[src/rtl/prc_regs.svh]
/*
  Named constants of the power and reset control block: bit positions
  of the two power control registers and the memory map register,
  reset values and timing counts.
  Assumes a 100 MHz core clock; included by its bare name.
*/
`ifndef PRC_REGS_SVH
`define PRC_REGS_SVH

// ----------------------------------------------------------------
// Timing
// ----------------------------------------------------------------
`define PRC_CLK_PERIOD_NS  10
`define PRC_POST_RESET_NS  120
`define PRC_POST_RESET_CYC (`PRC_POST_RESET_NS / `PRC_CLK_PERIOD_NS)
`define PRC_ABORT_US       25
`define PRC_ABORT_CYC      ((`PRC_ABORT_US * 1000) / `PRC_CLK_PERIOD_NS)
`define PRC_PWRUP_RST_MS   1
`define PRC_WARM_RST_NS    150
`define PRC_CFG_LOAD_CYC   3'h4
`define PRC_APD_LIMIT      4'hf

// ----------------------------------------------------------------
// Register fields and reset values
// ----------------------------------------------------------------
`define PRC_P0_ANDCLK  4
`define PRC_P0_MCCLK   5
`define PRC_P2_ADDR    0
`define PRC_P2_CTRL0   2
`define PRC_P2_CTRL1   3
`define PRC_P2_CTRL2   4
`define PRC_P2_STROBE  5
`define PRC_P2_BYTEEN  6
`define PRC_MM_CODE    0
`define PRC_MM_PERIPH  7
`define PRC_MM_DEFAULT 8'h0d
`define PRC_MM_RST_VAL (`PRC_MM_DEFAULT & 8'h7e)
`define PRC_REG_CLEAR  8'h00
`define PRC_CNT_CLEAR  4'h0

`endif

[src/rtl/prc_pkg.sv]
/*
  Types of the power and reset control block: flash sequencer states
  and the packed state records of both modules.
  Assumes prc_regs.svh for the numeric constants.
*/
package prc_pkg;

  // ----------------------------------------------------------------
  // Flash sequencer
  // ----------------------------------------------------------------
  typedef enum logic [1:0] {
    PRC_FL_READ,
    PRC_FL_PROG,
    PRC_FL_ERASE
  } prc_flash_t;

  // ----------------------------------------------------------------
  // State records
  // ----------------------------------------------------------------
  typedef struct packed {
    logic [3:0] cnt;
    logic       flag;
    logic       strobe_prev;
    logic       clk_prev;
  } prc_apd_state_t;

  typedef struct packed {
    logic [7:0] pmr0;
    logic [7:0] pmr2;
    logic [7:0] mmap;
    logic       por_phase;
    logic       in_reset;
    logic [3:0] dly;
    logic [2:0] cfg_cnt;
    logic       cfg_valid;
    prc_flash_t flash;
    logic       busy;
    logic       abort;
    logic       pclk_prev;
    logic [7:0] mcell;
    logic [7:0] pld_addr;
    logic [2:0] pld_ctrl;
    logic       pld_strobe;
    logic       pld_byte_en;
    logic       pld_and_clk;
    logic       pld_mc_clk;
    logic       mem_en;
    logic       io_en;
    logic       gpio_oe_n;
    logic       addr_oe_n;
    logic       data_oe_n;
    logic       periph_oe_n;
  } prc_top_state_t;

endpackage

[src/rtl/prc_apd_counter.sv]
/*
  Automatic power-down counter: watches the address strobe and counts
  sampled rising edges of the PLD clock input while the strobe is idle.
  Assumes all inputs synchronous to core_clk.
*/
`timescale 1ns/100ps
`include "prc_regs.svh"

module prc_apd_counter
  import prc_pkg::*;
(
  input  wire logic       core_clk,
  input  wire logic       rst,
  input  wire logic       clear,
  input  wire logic       enable,
  input  wire logic       polarity,
  input  wire logic       addr_strobe,
  input  wire logic       pld_clock_in,
  output logic            powerdown_flag
);

  prc_apd_state_t st_r;
  prc_apd_state_t st_nxt;
  logic           edge_seen;
  logic           clk_rise;

  // ----------------------------------------------------------------
  // Next state
  // ----------------------------------------------------------------
  assign edge_seen = addr_strobe != st_r.strobe_prev;
  assign clk_rise  = pld_clock_in && !st_r.clk_prev;

  // Blocking of the clock toward the PLD never reaches this counter
  always_comb begin
    st_nxt             = st_r;
    st_nxt.strobe_prev = addr_strobe;
    st_nxt.clk_prev    = pld_clock_in;
    if (clear || !enable) begin
      st_nxt.cnt  = `PRC_CNT_CLEAR;
      st_nxt.flag = 1'b0;
    end else if (edge_seen) begin
      st_nxt.cnt  = `PRC_CNT_CLEAR;
      st_nxt.flag = 1'b0;
    end else if (addr_strobe == polarity && clk_rise &&
                 st_r.cnt != `PRC_APD_LIMIT) begin
      st_nxt.cnt = st_r.cnt + 4'h1;
      if (st_nxt.cnt == `PRC_APD_LIMIT) begin
        st_nxt.flag = 1'b1;
      end
    end
  end

  always_ff @(posedge core_clk or posedge rst) begin
    if (rst) begin
      st_r <= '0;
    end else begin
      st_r <= st_nxt;
    end
  end

  assign powerdown_flag = st_r.flag;

  // ----------------------------------------------------------------
  // Checks
  // ----------------------------------------------------------------
  chk_apd_idle: assert property (
    @(posedge core_clk) disable iff (rst)
    !enable |=> st_r.cnt == 4'h0 && !powerdown_flag)
    else $error("apd counter moved while disabled");

  chk_apd_flag_cnt: assert property (
    @(posedge core_clk) disable iff (rst)
    $rose(powerdown_flag) |-> st_r.cnt == 4'hf && $past(st_r.cnt) == 4'he)
    else $error("power-down flag not at fifteen counts");

  chk_apd_edge_clr: assert property (
    @(posedge core_clk) disable iff (rst)
    (addr_strobe != st_r.strobe_prev) |=> st_r.cnt == 4'h0)
    else $error("strobe edge did not clear counter");

  chk_apd_wake: assert property (
    @(posedge core_clk) disable iff (rst)
    powerdown_flag && (addr_strobe != st_r.strobe_prev) |=> !powerdown_flag)
    else $error("strobe pulse did not end power-down");

  cov_apd_enter: cover property (
    @(posedge core_clk) disable iff (rst) $rose(powerdown_flag));

endmodule

[src/rtl/prc_top.sv]
/*
  Power and reset control: memory select gating, PLD input blocking,
  automatic power-down, reset sequencing, flash abort and port states.
  Assumes synchronous inputs at 100 MHz; rst is the internal power-on
  reset, reset_n the sampled external reset pin.
*/
`timescale 1ns/100ps
`include "prc_regs.svh"

// Summary of operation
// - Select low enables flashes, SRAM and I/O
// - Select high powers memories down, PLD stays
// - Control bits 4/5 block PLD clock
// - Second register bits block PLD inputs
// - Counter idle when disabled or strobe pulsing
// - Steady strobe counts fifteen clocks, flag rises
// - Power-up loads configuration, clears power control registers
// - Stay in reset 120 ns after release
// - Flash sequencer starts in read mode
// - No flash write start under supply lockout
// - Warm reset has same post-reset delay
// - PLD outputs valid in warm reset, after load
// - Power-down PLD runs with address blocked
// - Reset aborts program or erase to read
// - Port pins take defined reset/power-down states
// - Control registers clear on power-up only
// - Macrocells clear at power-up, else equations
// - Reset reloads memory map, forced bits zero
// - Strobe, select or reset ends power-down
// - Power-down blocks bus and deselects memories
module prc_top
  import prc_pkg::*;
(
  input  wire logic       core_clk,
  input  wire logic       rst,
  input  wire logic       reset_n,
  input  wire logic       select_n,
  input  wire logic       addr_strobe,
  input  wire logic       strobe_polarity,
  input  wire logic       apd_enable,
  input  wire logic       pld_clock_in,
  input  wire logic [7:0] addr_lo_in,
  input  wire logic       ctrl_in0,
  input  wire logic       ctrl_in1,
  input  wire logic       ctrl_in2,
  input  wire logic       byte_enable_in,
  input  wire logic       pmr0_wr,
  input  wire logic       pmr2_wr,
  input  wire logic       mmap_wr,
  input  wire logic [7:0] reg_wdata,
  input  wire logic       lockout_voltage,
  input  wire logic       flash_prog_start,
  input  wire logic       flash_erase_start,
  input  wire logic       flash_op_done,
  input  wire logic [7:0] mcell_d,
  input  wire logic [7:0] mcell_re,
  input  wire logic [7:0] mcell_pr,
  input  wire logic       gpio_drive_req,
  input  wire logic       addr_out_req,
  input  wire logic       data_drive_req,
  input  wire logic       periph_drive_req,
  output logic            powerdown_flag,
  output logic            device_in_reset,
  output logic            pld_out_valid,
  output logic [7:0]      power_ctrl_reg0,
  output logic [7:0]      power_ctrl_reg2,
  output logic [7:0]      memory_map_reg,
  output logic            sram_code_bit,
  output logic            peripheral_mode_bit,
  output logic [7:0]      pld_addr_lo,
  output logic            pld_ctrl0,
  output logic            pld_ctrl1,
  output logic            pld_ctrl2,
  output logic            pld_strobe,
  output logic            pld_byte_en,
  output logic            pld_and_clk,
  output logic            pld_mcell_clk,
  output logic [7:0]      output_macrocell,
  output logic            primary_flash_en,
  output logic            secondary_flash_en,
  output logic            sram_en,
  output logic            io_en,
  output logic            flash_busy,
  output logic            flash_abort,
  output logic            gpio_oe_n,
  output logic            addr_out_oe_n,
  output logic            data_oe_n,
  output logic            periph_oe_n
);

  prc_top_state_t st_r;
  prc_top_state_t st_nxt;
  logic           warm_low;
  logic           rst_any;
  logic           pd;
  logic           apd_clear;
  logic           reg_wr_ok;
  logic           start_ok;
  logic           pclk_rise;

  // ----------------------------------------------------------------
  // Power-down counter
  // ----------------------------------------------------------------
  // Select low or any reset holds the counter cleared, ending power-down
  assign apd_clear = !select_n || warm_low || st_r.in_reset;

  prc_apd_counter u_apd (
    .core_clk       (core_clk),
    .rst            (rst),
    .clear          (apd_clear),
    .enable         (apd_enable),
    .polarity       (strobe_polarity),
    .addr_strobe    (addr_strobe),
    .pld_clock_in   (pld_clock_in),
    .powerdown_flag (powerdown_flag)
  );

  // ----------------------------------------------------------------
  // Shared terms
  // ----------------------------------------------------------------
  assign warm_low  = !reset_n;
  assign rst_any   = warm_low || st_r.in_reset;
  assign pd        = powerdown_flag;
  // Bus is blocked in power-down, so register writes are dropped then
  assign reg_wr_ok = !rst_any && !pd;
  assign start_ok  = !rst_any && !lockout_voltage && !pd;
  assign pclk_rise = pld_clock_in && !st_r.pclk_prev;

  // ----------------------------------------------------------------
  // Next state
  // ----------------------------------------------------------------
  always_comb begin
    st_nxt           = st_r;
    st_nxt.pclk_prev = pld_clock_in;

    // Reset sequencing and post-reset delay
    if (warm_low) begin
      st_nxt.in_reset = 1'b1;
      st_nxt.dly      = `PRC_CNT_CLEAR;
    end else if (st_r.in_reset && st_r.cfg_valid) begin
      if (st_r.dly == 4'(`PRC_POST_RESET_CYC - 1)) begin
        st_nxt.in_reset  = 1'b0;
        st_nxt.por_phase = 1'b0;
      end else begin
        st_nxt.dly = st_r.dly + 4'h1;
      end
    end

    // Configuration load once after power-on
    if (!st_r.cfg_valid) begin
      st_nxt.cfg_cnt = st_r.cfg_cnt + 3'h1;
      if (st_nxt.cfg_cnt == `PRC_CFG_LOAD_CYC) begin
        st_nxt.cfg_valid = 1'b1;
      end
    end

    // Power control registers: warm reset leaves them alone
    if (st_r.por_phase && warm_low) begin
      st_nxt.pmr0 = `PRC_REG_CLEAR;
      st_nxt.pmr2 = `PRC_REG_CLEAR;
    end else if (reg_wr_ok) begin
      if (pmr0_wr) begin
        st_nxt.pmr0 = reg_wdata;
      end
      if (pmr2_wr) begin
        st_nxt.pmr2 = reg_wdata;
      end
    end

    // Memory map register reloads on either reset
    if (warm_low) begin
      st_nxt.mmap = `PRC_MM_RST_VAL;
    end else if (reg_wr_ok && mmap_wr) begin
      st_nxt.mmap = reg_wdata;
    end

    // Flash sequencer
    st_nxt.abort = warm_low && st_r.flash != PRC_FL_READ;
    unique case (st_r.flash)
      PRC_FL_READ: begin
        if (start_ok && flash_prog_start) begin
          st_nxt.flash = PRC_FL_PROG;
        end else if (start_ok && flash_erase_start) begin
          st_nxt.flash = PRC_FL_ERASE;
        end
      end
      PRC_FL_PROG, PRC_FL_ERASE: begin
        if (flash_op_done) begin
          st_nxt.flash = PRC_FL_READ;
        end
      end
      default: begin
        st_nxt.flash = PRC_FL_READ;
      end
    endcase
    // Abort is immediate, well inside the allowed window
    if (warm_low) begin
      st_nxt.flash = PRC_FL_READ;
    end
    st_nxt.busy = st_nxt.flash != PRC_FL_READ;

    // Macrocells follow their reset and preset terms at all times except power-on reset, which clears them
    for (int i = 0; i < 8; i++) begin
      if (mcell_pr[i]) begin
        st_nxt.mcell[i] = 1'b1;
      end else if (mcell_re[i]) begin
        st_nxt.mcell[i] = 1'b0;
      end else if (pclk_rise && !st_r.pmr0[`PRC_P0_MCCLK]) begin
        st_nxt.mcell[i] = mcell_d[i];
      end
    end

    // PLD input gating; address also blocked in power-down
    st_nxt.pld_and_clk = pld_clock_in &&
                         !st_r.pmr0[`PRC_P0_ANDCLK];
    st_nxt.pld_mc_clk  = pld_clock_in &&
                         !st_r.pmr0[`PRC_P0_MCCLK];
    if (st_r.pmr2[`PRC_P2_ADDR] || pd) begin
      st_nxt.pld_addr = `PRC_REG_CLEAR;
    end else begin
      st_nxt.pld_addr = addr_lo_in;
    end
    st_nxt.pld_ctrl[0] = ctrl_in0 && !st_r.pmr2[`PRC_P2_CTRL0];
    st_nxt.pld_ctrl[1] = ctrl_in1 && !st_r.pmr2[`PRC_P2_CTRL1];
    st_nxt.pld_ctrl[2] = ctrl_in2 && !st_r.pmr2[`PRC_P2_CTRL2];
    st_nxt.pld_strobe  = addr_strobe &&
                         !st_r.pmr2[`PRC_P2_STROBE];
    st_nxt.pld_byte_en = byte_enable_in &&
                         !st_r.pmr2[`PRC_P2_BYTEEN];

    // Memory selects; I/O ignores power-down, follows select and reset
    st_nxt.mem_en = !select_n && !pd && !rst_any;
    st_nxt.io_en  = !select_n && !rst_any;

    // Port drivers: inputs under reset; GPIO held, others released in power-down
    if (rst_any) begin
      st_nxt.gpio_oe_n = 1'b1;
    end else if (!pd) begin
      st_nxt.gpio_oe_n = !gpio_drive_req;
    end
    // Address out undefined in power-down: released to keep it safe
    st_nxt.addr_oe_n   = rst_any || pd || !addr_out_req;
    st_nxt.data_oe_n   = rst_any || pd || !data_drive_req;
    st_nxt.periph_oe_n = rst_any || pd || !periph_drive_req;
  end

  // ----------------------------------------------------------------
  // State register
  // ----------------------------------------------------------------
  // Power-on leaves the flash in read mode and macrocells cleared
  always_ff @(posedge core_clk or posedge rst) begin
    if (rst) begin
      st_r           <= '0;
      st_r.por_phase <= 1'b1;
      st_r.in_reset  <= 1'b1;
      st_r.mmap      <= `PRC_MM_RST_VAL;
      st_r.flash     <= PRC_FL_READ;
      st_r.gpio_oe_n <= 1'b1;
      st_r.addr_oe_n <= 1'b1;
      st_r.data_oe_n <= 1'b1;
      st_r.periph_oe_n <= 1'b1;
    end else begin
      st_r <= st_nxt;
    end
  end

  // ----------------------------------------------------------------
  // Outputs
  // ----------------------------------------------------------------
  assign device_in_reset     = st_r.in_reset;
  assign pld_out_valid       = st_r.cfg_valid;
  assign power_ctrl_reg0     = st_r.pmr0;
  assign power_ctrl_reg2     = st_r.pmr2;
  assign memory_map_reg      = st_r.mmap;
  assign sram_code_bit       = st_r.mmap[`PRC_MM_CODE];
  assign peripheral_mode_bit = st_r.mmap[`PRC_MM_PERIPH];
  assign pld_addr_lo         = st_r.pld_addr;
  assign pld_ctrl0           = st_r.pld_ctrl[0];
  assign pld_ctrl1           = st_r.pld_ctrl[1];
  assign pld_ctrl2           = st_r.pld_ctrl[2];
  assign pld_strobe          = st_r.pld_strobe;
  assign pld_byte_en         = st_r.pld_byte_en;
  assign pld_and_clk         = st_r.pld_and_clk;
  assign pld_mcell_clk       = st_r.pld_mc_clk;
  assign output_macrocell    = st_r.mcell;
  assign primary_flash_en    = st_r.mem_en;
  assign secondary_flash_en  = st_r.mem_en;
  assign sram_en             = st_r.mem_en;
  assign io_en               = st_r.io_en;
  assign flash_busy          = st_r.busy;
  assign flash_abort         = st_r.abort;
  assign gpio_oe_n           = st_r.gpio_oe_n;
  assign addr_out_oe_n       = st_r.addr_oe_n;
  assign data_oe_n           = st_r.data_oe_n;
  assign periph_oe_n         = st_r.periph_oe_n;

  // ----------------------------------------------------------------
  // Checks
  // ----------------------------------------------------------------
  chk_mem_desel: assert property (
    @(posedge core_clk) disable iff (rst)
    (select_n || pd) |=> !primary_flash_en && !sram_en && !secondary_flash_en)
    else $error("memories enabled while deselected");

  chk_mem_sel: assert property (
    @(posedge core_clk) disable iff (rst)
    !select_n && !pd && reset_n && !st_r.in_reset
    |=> primary_flash_en && io_en)
    else $error("memories not enabled while selected");

  chk_clk_block: assert property (
    @(posedge core_clk) disable iff (rst)
    st_r.pmr0[`PRC_P0_ANDCLK] |=> !pld_and_clk)
    else $error("blocked clock reached the and array");

  chk_addr_block: assert property (
    @(posedge core_clk) disable iff (rst)
    (st_r.pmr2[`PRC_P2_ADDR] || pd) |=> pld_addr_lo == 8'h00)
    else $error("blocked address reached the array");

  chk_pmr_warm: assert property (
    @(posedge core_clk) disable iff (rst)
    !st_r.por_phase && !reset_n |=> $stable(power_ctrl_reg0) &&
                                    $stable(power_ctrl_reg2))
    else $error("warm reset changed power control");

  chk_mmap_rst: assert property (
    @(posedge core_clk) disable iff (rst)
    !reset_n |=> !sram_code_bit && !peripheral_mode_bit &&
                 memory_map_reg == `PRC_MM_RST_VAL)
    else $error("memory map not reloaded on reset");

  chk_flash_lock: assert property (
    @(posedge core_clk) disable iff (rst)
    lockout_voltage && !flash_busy |=> !flash_busy)
    else $error("flash write started under lockout");

  chk_abort: assert property (
    @(posedge core_clk) disable iff (rst)
    !reset_n && flash_busy |=> !flash_busy && flash_abort)
    else $error("reset did not abort flash cycle");

  chk_post_delay: assert property (
    @(posedge core_clk) disable iff (rst)
    $rose(reset_n) && pld_out_valid |-> device_in_reset [*8]
    ##1 device_in_reset [*4] ##1 !device_in_reset)
    else $error("post-reset delay wrong");

  chk_port_rst: assert property (
    @(posedge core_clk) disable iff (rst)
    !reset_n |=> gpio_oe_n && addr_out_oe_n && data_oe_n && periph_oe_n)
    else $error("port driven during reset");

  chk_pld_valid: assert property (
    @(posedge core_clk) disable iff (rst)
    !reset_n && pld_out_valid |=> pld_out_valid)
    else $error("pld outputs dropped in warm reset");

  cov_abort: cover property (
    @(posedge core_clk) disable iff (rst) $rose(flash_abort));
  cov_warm_end: cover property (
    @(posedge core_clk) disable iff (rst) $fell(device_in_reset));
  cov_pd_select: cover property (
    @(posedge core_clk) disable iff (rst) pd ##1 !select_n ##1 !pd);

endmodule

[config.mk]
export PLATFORM = sky130hd
export DESIGN_NAME = prc_top
export DESIGN_NICKNAME = d
export VERILOG_FILES = /design/src/rtl/prc_pkg.sv /design/src/rtl/prc_apd_counter.sv /design/src/rtl/prc_top.sv
export VERILOG_INCLUDE_DIRS = /design/src /design/src/rtl
export SDC_FILE = /design/constraint.sdc
export NUM_CORES = 1
export LEC_CHECK = 0
export BUFFER_PORTS_ARGS = -buffer_cell sky130_fd_sc_hd__buf_4
export CELL_PAD_IN_SITES_DETAIL_PLACEMENT = 1
export CELL_PAD_IN_SITES_GLOBAL_PLACEMENT = 1
export CORE_MARGIN = 2
export CORE_UTILIZATION = 37
export DETAILED_ROUTE_END_ITERATION = 10
export PLACE_DENSITY = 0.85
export SETUP_SLACK_MARGIN = 0.3
export SYNTH_ARGS = -nofsm -noshare
export SYNTH_HDL_FRONTEND = slang
export SYNTH_SLANG_ARGS = --single-unit
export TNS_END_PERCENT = 10
[constraint.sdc]
create_clock -name core_clk -period 2.6 [get_ports core_clk]
set_clock_uncertainty 0.05 [all_clocks]
set_input_delay 0.13 -clock core_clk [delete_from_list [all_inputs] [get_ports core_clk]]
set_output_delay 0.13 -clock core_clk [all_outputs]
set_load 0.1 [all_outputs]
=== After elaboration in Yosys (flattened, before gate mapping) ===
Index checks and enable logic that the tools add are counted.

* Add/subtract/negate cells: 3
* Eq/ne operators: 13
* Mux-type cells: 48
* Reduce and logical (&&, ||, !) cells: 73

{| class="wikitable"
|+ Operators with widths
! cell !! number
|-
| $mux 8 || 5
|-
| $mux 16 || 2
|-
| $mux 1 || 30
|-
| $reduce_bool 3->1 || 10
|-
| $mux 5 || 5
|-
| $logic_and 1x1->1 || 23
|-
| $logic_not 1->1 || 18
|-
| $reduce_and 2->1 || 5
|-
| $reduce_bool 2->1 || 5
|-
| $logic_or 1x1->1 || 9
|-
| $add 4x1->4 const B || 2
|-
| $eq 4x4->1 const B || 2
|-
| $mux 2 || 4
|-
| $ne 2x1->1 const B || 3
|-
| $mux 4 || 1
|-
| $ne 2x2->1 const B || 2
|-
| $ne 4x4->1 const B || 1
|-
| $pmux 2 s2 || 1
|-
| $add 3x1->3 const B || 1
|-
| $eq 3x3->1 const B || 1
|-
| $reduce_and 3->1 || 1
|-
| $eq 2x1->1 const B || 1
|-
| $eq 2x2->1 const B || 1
|-
| $logic_not 2->1 || 1
|-
| other kinds (3) || 3
|}

* Register bits: 74

=== Longest topological paths before layout ===
* Depth after elaboration: 11
* Depth in mapped cells: 7

=== Cells and area by module ===
From an unflattened synthesis, not the netlist that was laid out.

* Cells, all modules: 327
* Area, all modules: 3,480.8 sq um

{| class="wikitable"
|+ By module, submodules not included
! module !! times used !! cells an instance !! area an instance (sq um) !! sequential area each (sq um)
|-
| prc_top || 1 || 291 || 3,090.5 || 1,711.6
|-
| prc_apd_counter || 1 || 36 || 390.4 || 175.2
|}

=== Least setup slack after synthesis ===
Ideal clock, no wire load.

* Kind: register to register
* Start point: register u_apd.st_r (netlist bit u_apd.powerdown_flag)
* End point: register st_r (netlist bit flash_busy)
* Arrival: 1.799 ns
* Slack: 0.615 ns
* Cell stages (with the launch flop): 5
* Path through: dfrtp_1 nor4b_4 and3_1 o311ai_2 o31ai_1

{| class="wikitable"
|+ RTL lines
! element !! line !! RTL
|-
| start: declaration || prc_apd_counter.sv:22 || <nowiki>prc_apd_state_t st_r;</nowiki>
|-
| start signal: assignment || prc_apd_counter.sv:57 || <nowiki>st_r <= st_nxt;</nowiki>
|-
| end signal: assignment || prc_top.sv:263 || <nowiki>st_r <= st_nxt;</nowiki>
|-
| end: declaration || prc_top.sv:91 || <nowiki>prc_top_state_t st_r;</nowiki>
|}

=== Worst setup path after layout ===
* Start point: input pld_clock_in
* End point: register st_r (netlist bit output_macrocell[0])

* Longest elaborated chain between the ends: 3

{| class="wikitable"
|+ RTL lines
! element !! line !! RTL
|-
| start: declaration || prc_top.sv:41 || <nowiki>input wire logic pld_clock_in,</nowiki>
|-
| $logic_and 1x1->1 || -- ||
|-
| $logic_and 1x1->1 || prc_top.sv:208 || <nowiki>end else if (pclk_rise && !st_r.pmr0[`PRC_P0_MCCLK]) begin</nowiki>
|-
| $reduce_bool 3->1 (no line) || -- ||
|}

No other way between the ends.
A chain may end at the register's enable or synchronous reset.

==> run metrics <==
outcome finished clean; post-synthesis sequential area ratio 54.1%; Area Overhead vs Synth 40.9%; critical path's largest stage delay 0.57 ns; fmax 467 MHz; mux cell area share after synthesis 2.94%; flops & latches, synth 74; crit path capture type register; crit path max fanout 8; Hold WC Path Type input port to register; Root Driver clkbuf_8; final setup vio count 0; Post-DP Area 0.00416 mm²; Die ar. 0.0101 mm²; pin count of the biggest net entering global routing 28; Initial DRC Count 45; nets 524; clock slew at reported path FFs 0.08 ns; most instantiated cells after synthesis dfrtp_1 (66), nand2_1 (54), buf_4 (45), and2_1 (17), o21ai_0 (17); max reg flops 10; hold depth 3; height of the die 100 µm; Top Metal Used met4; simple-gate share of the synthesized area 18.6%; # diodes 0; R2R depth 6; Relative slew margins 57.5%; Placer Congestion 0.797; maxcap violations 0; CTS Sinks 74; WS Path Type input port to register; starting density of the core 37.6%; LEAKAGE 2.34 nW; post-route cell area 0.00485 mm²; Arrival @ worst endpoint 2.31 ns; critical path data required time 2.77 ns; Hold Crit Start apd_enable; H-tree depth 3; kind of start point of the critical path input port; first-pass GRT wire length 14.4 mm; DR vias 2650; row count 35; Final Hold Viols 0; Peak VDD IR 258 µV; DRT met1 WL 3.84 mm; IO Count 125; max-slew violations 0; Largest delay share family, worst path buffers and inverters; Post-CTS Setup Bufs 0; final worst path period need 2.14 ns; CTS tree done; Compound-Gate Fraction of Synth Area 6.80%; routed length per instance 15.9 µm; Post-route DRC 0; most frequent cell after synthesis dfrtp_1; Synth cell types 40; Setup TNS Final 0 ns; Core ar. 0.00915 mm²; worst path buffer plus inverter count 4; worst slew pin tran 0.638 ns; Synth Cell Area 0.00344 mm²; post-DP HPWL 6.29 mm; met2 WL post-DR 4.68 mm; cts bufs inserted 9; Synth Area in XOR/XNOR 2.80%; Post-Syn Instances 324; GRT Residual Overflow 0; worst skew pair latency 0.34 ns; largest family of logic cells by synthesized area simple AND/OR/NAND/NOR gates; period utilization 82.4%; Worst Setup SP pld_clock_in; Chip Width 100 µm; adder and majority cell fraction of the synthesized area 2.54%; initial antenna violation count 0; RSZ-0062 raised after global routing false; Met3 Wirelength 431 µm; number of flops mapped to enable cells by yosys 0; stages on the worst setup path 8; CP max-delay cell dlygate4sd3_1; # port buffers 124; vias per cell 4.66; Avg Cell Area, Syn 10.6 µm²; gr usage total 18.5%; Primary FF master, synth dfrtp_1; Yosys top cell area share 48.0%; Reg with most FFs st_r; Cell Chain, Critical Path dlygate4sd3_1 -> buf_4 -> nor2b_1 -> nor2b_1 -> buf_4 -> mux2i_1 -> o21bai_1 -> dlygate4sd3_1; final wirelength 9.06 mm; yosys warns 0; syn_nets 394; Max Root-Sink Buffers 2; Synth area leaders dfrtp_1 (48%), buf_4 (9.8%), dfstp_2 (6.1%); proportion of layout cells with a drive suffix above 1 34.5%; DRT Pass-1 Iters 4; Post-synth ARST share 100%; Pwr Density 644 mW/mm²; remaining antenna violation count 0; vias in the first global route 2867; launching point of the worst reg2reg path u_apd.st_r[0]; Synth area leader dfrtp_1
## where the power goes
group	internal [mW]	total, mW	switching, mW
Clock	0.727	1.16	0.435
Combinational	0.213	0.723	0.509
Sequential	1.21	1.24	0.0322
## cells in the final DEF (no fill, tap or decap), types with 4 or more instances in the layout
| master | Yosys | final |
|---|---|---|
| ha_1 | 7 | 7 |
| dlygate4sd3_1 | 0 | 44 |
| xnor2_1 | 7 | 7 |
| nand3_1 | 9 | 9 |
| mux2i_1 | 9 | 9 |
| dfstp_2 | 8 | 8 |
| xor2_1 | 4 | 4 |
| o21ai_0 | 17 | 17 |
| nor2_1 | 10 | 10 |
| bufinv_16 | 0 | 4 |
| nand2_1 | 54 | 54 |
| and2_1 | 17 | 17 |
| nor2b_1 | 14 | 14 |
| o21bai_1 | 8 | 8 |
| inv_1 | 11 | 10 |
| dfrtp_1 | 66 | 66 |
| nand2b_1 | 4 | 4 |
| buf_4 | 45 | 127 |
| clkbuf_8 | 0 | 9 |
## cell families (layout without fill, tap and decap cells)
kind of cell / count (synthesis) / after routing
flip-flops: 74 / 74
AND/OR/NAND/NOR: 122 / 122
adder cells (fa/ha/maj): 7 / 7
XOR/XNOR: 11 / 11
multiplexers: 10 / 10
AO/OA/AOI/OAI: 37 / 37
buffers and inverters: 63 / 197
## routing by layer
metal  vias up  GRT usage (%)
met3        11           3.68
met5         -              0
met2        74           32.0
met4         0           6.01
li1       1266              -
met1      1299           23.5
## cell type report
type / count / area [µm²]
sequential: 74 / 1860
clock inverter: 6 / 130
multi-input combinational: 187 / 1160
clock buffer: 9 / 124
tap: 111 / 139
inverter: 11 / 42.5
timing repair buffer: 171 / 1390
fill: 1012 / 4300
## worst paths after layout
check,endpoint,slack [ns]
max in group asynchronous,memory_map_reg[2],1.48
worst max register to register,output_macrocell[0],0.54
worst min register to register,pld_ctrl2,0.41
min in group asynchronous,power_ctrl_reg2[2],0.29
worst min-delay path,u_apd.st_r[3],0.05
worst max-delay path,output_macrocell[0],0.46
## stage by stage
stage               utilization [%]  worst slack, ns  cells  power (mW)  hold WS (ns)
floorplan                         -            0.552    324        1.79         0.111
global placement               45.4            0.988    510        1.92        0.0972
detailed placement             45.4            0.871    510        1.93         0.101
CTS                            53.0            0.479    569        3.16        0.0428
global route                   53.0            0.363    569        3.23        0.0654
finish                         53.0            0.457    569        3.12        0.0529
## what timing repair did
action / CTS / global route
hold buffers: 44 / 0
endpoints found under the hold margin: 74 / 0
gates resized for setup: 0 / 0
## worst register-to-register path: cells and delay by family (launching register included)
family / cells / cell delay [ns]
AO/OA/AOI/OAI: 1 / 0.08
buffers and inverters: 2 / 0.77
flip-flops: 1 / 0.37
multiplexers: 1 / 0.23
AND/OR/NAND/NOR: 2 / 0.44
Power figures use the tool's default switching activity.
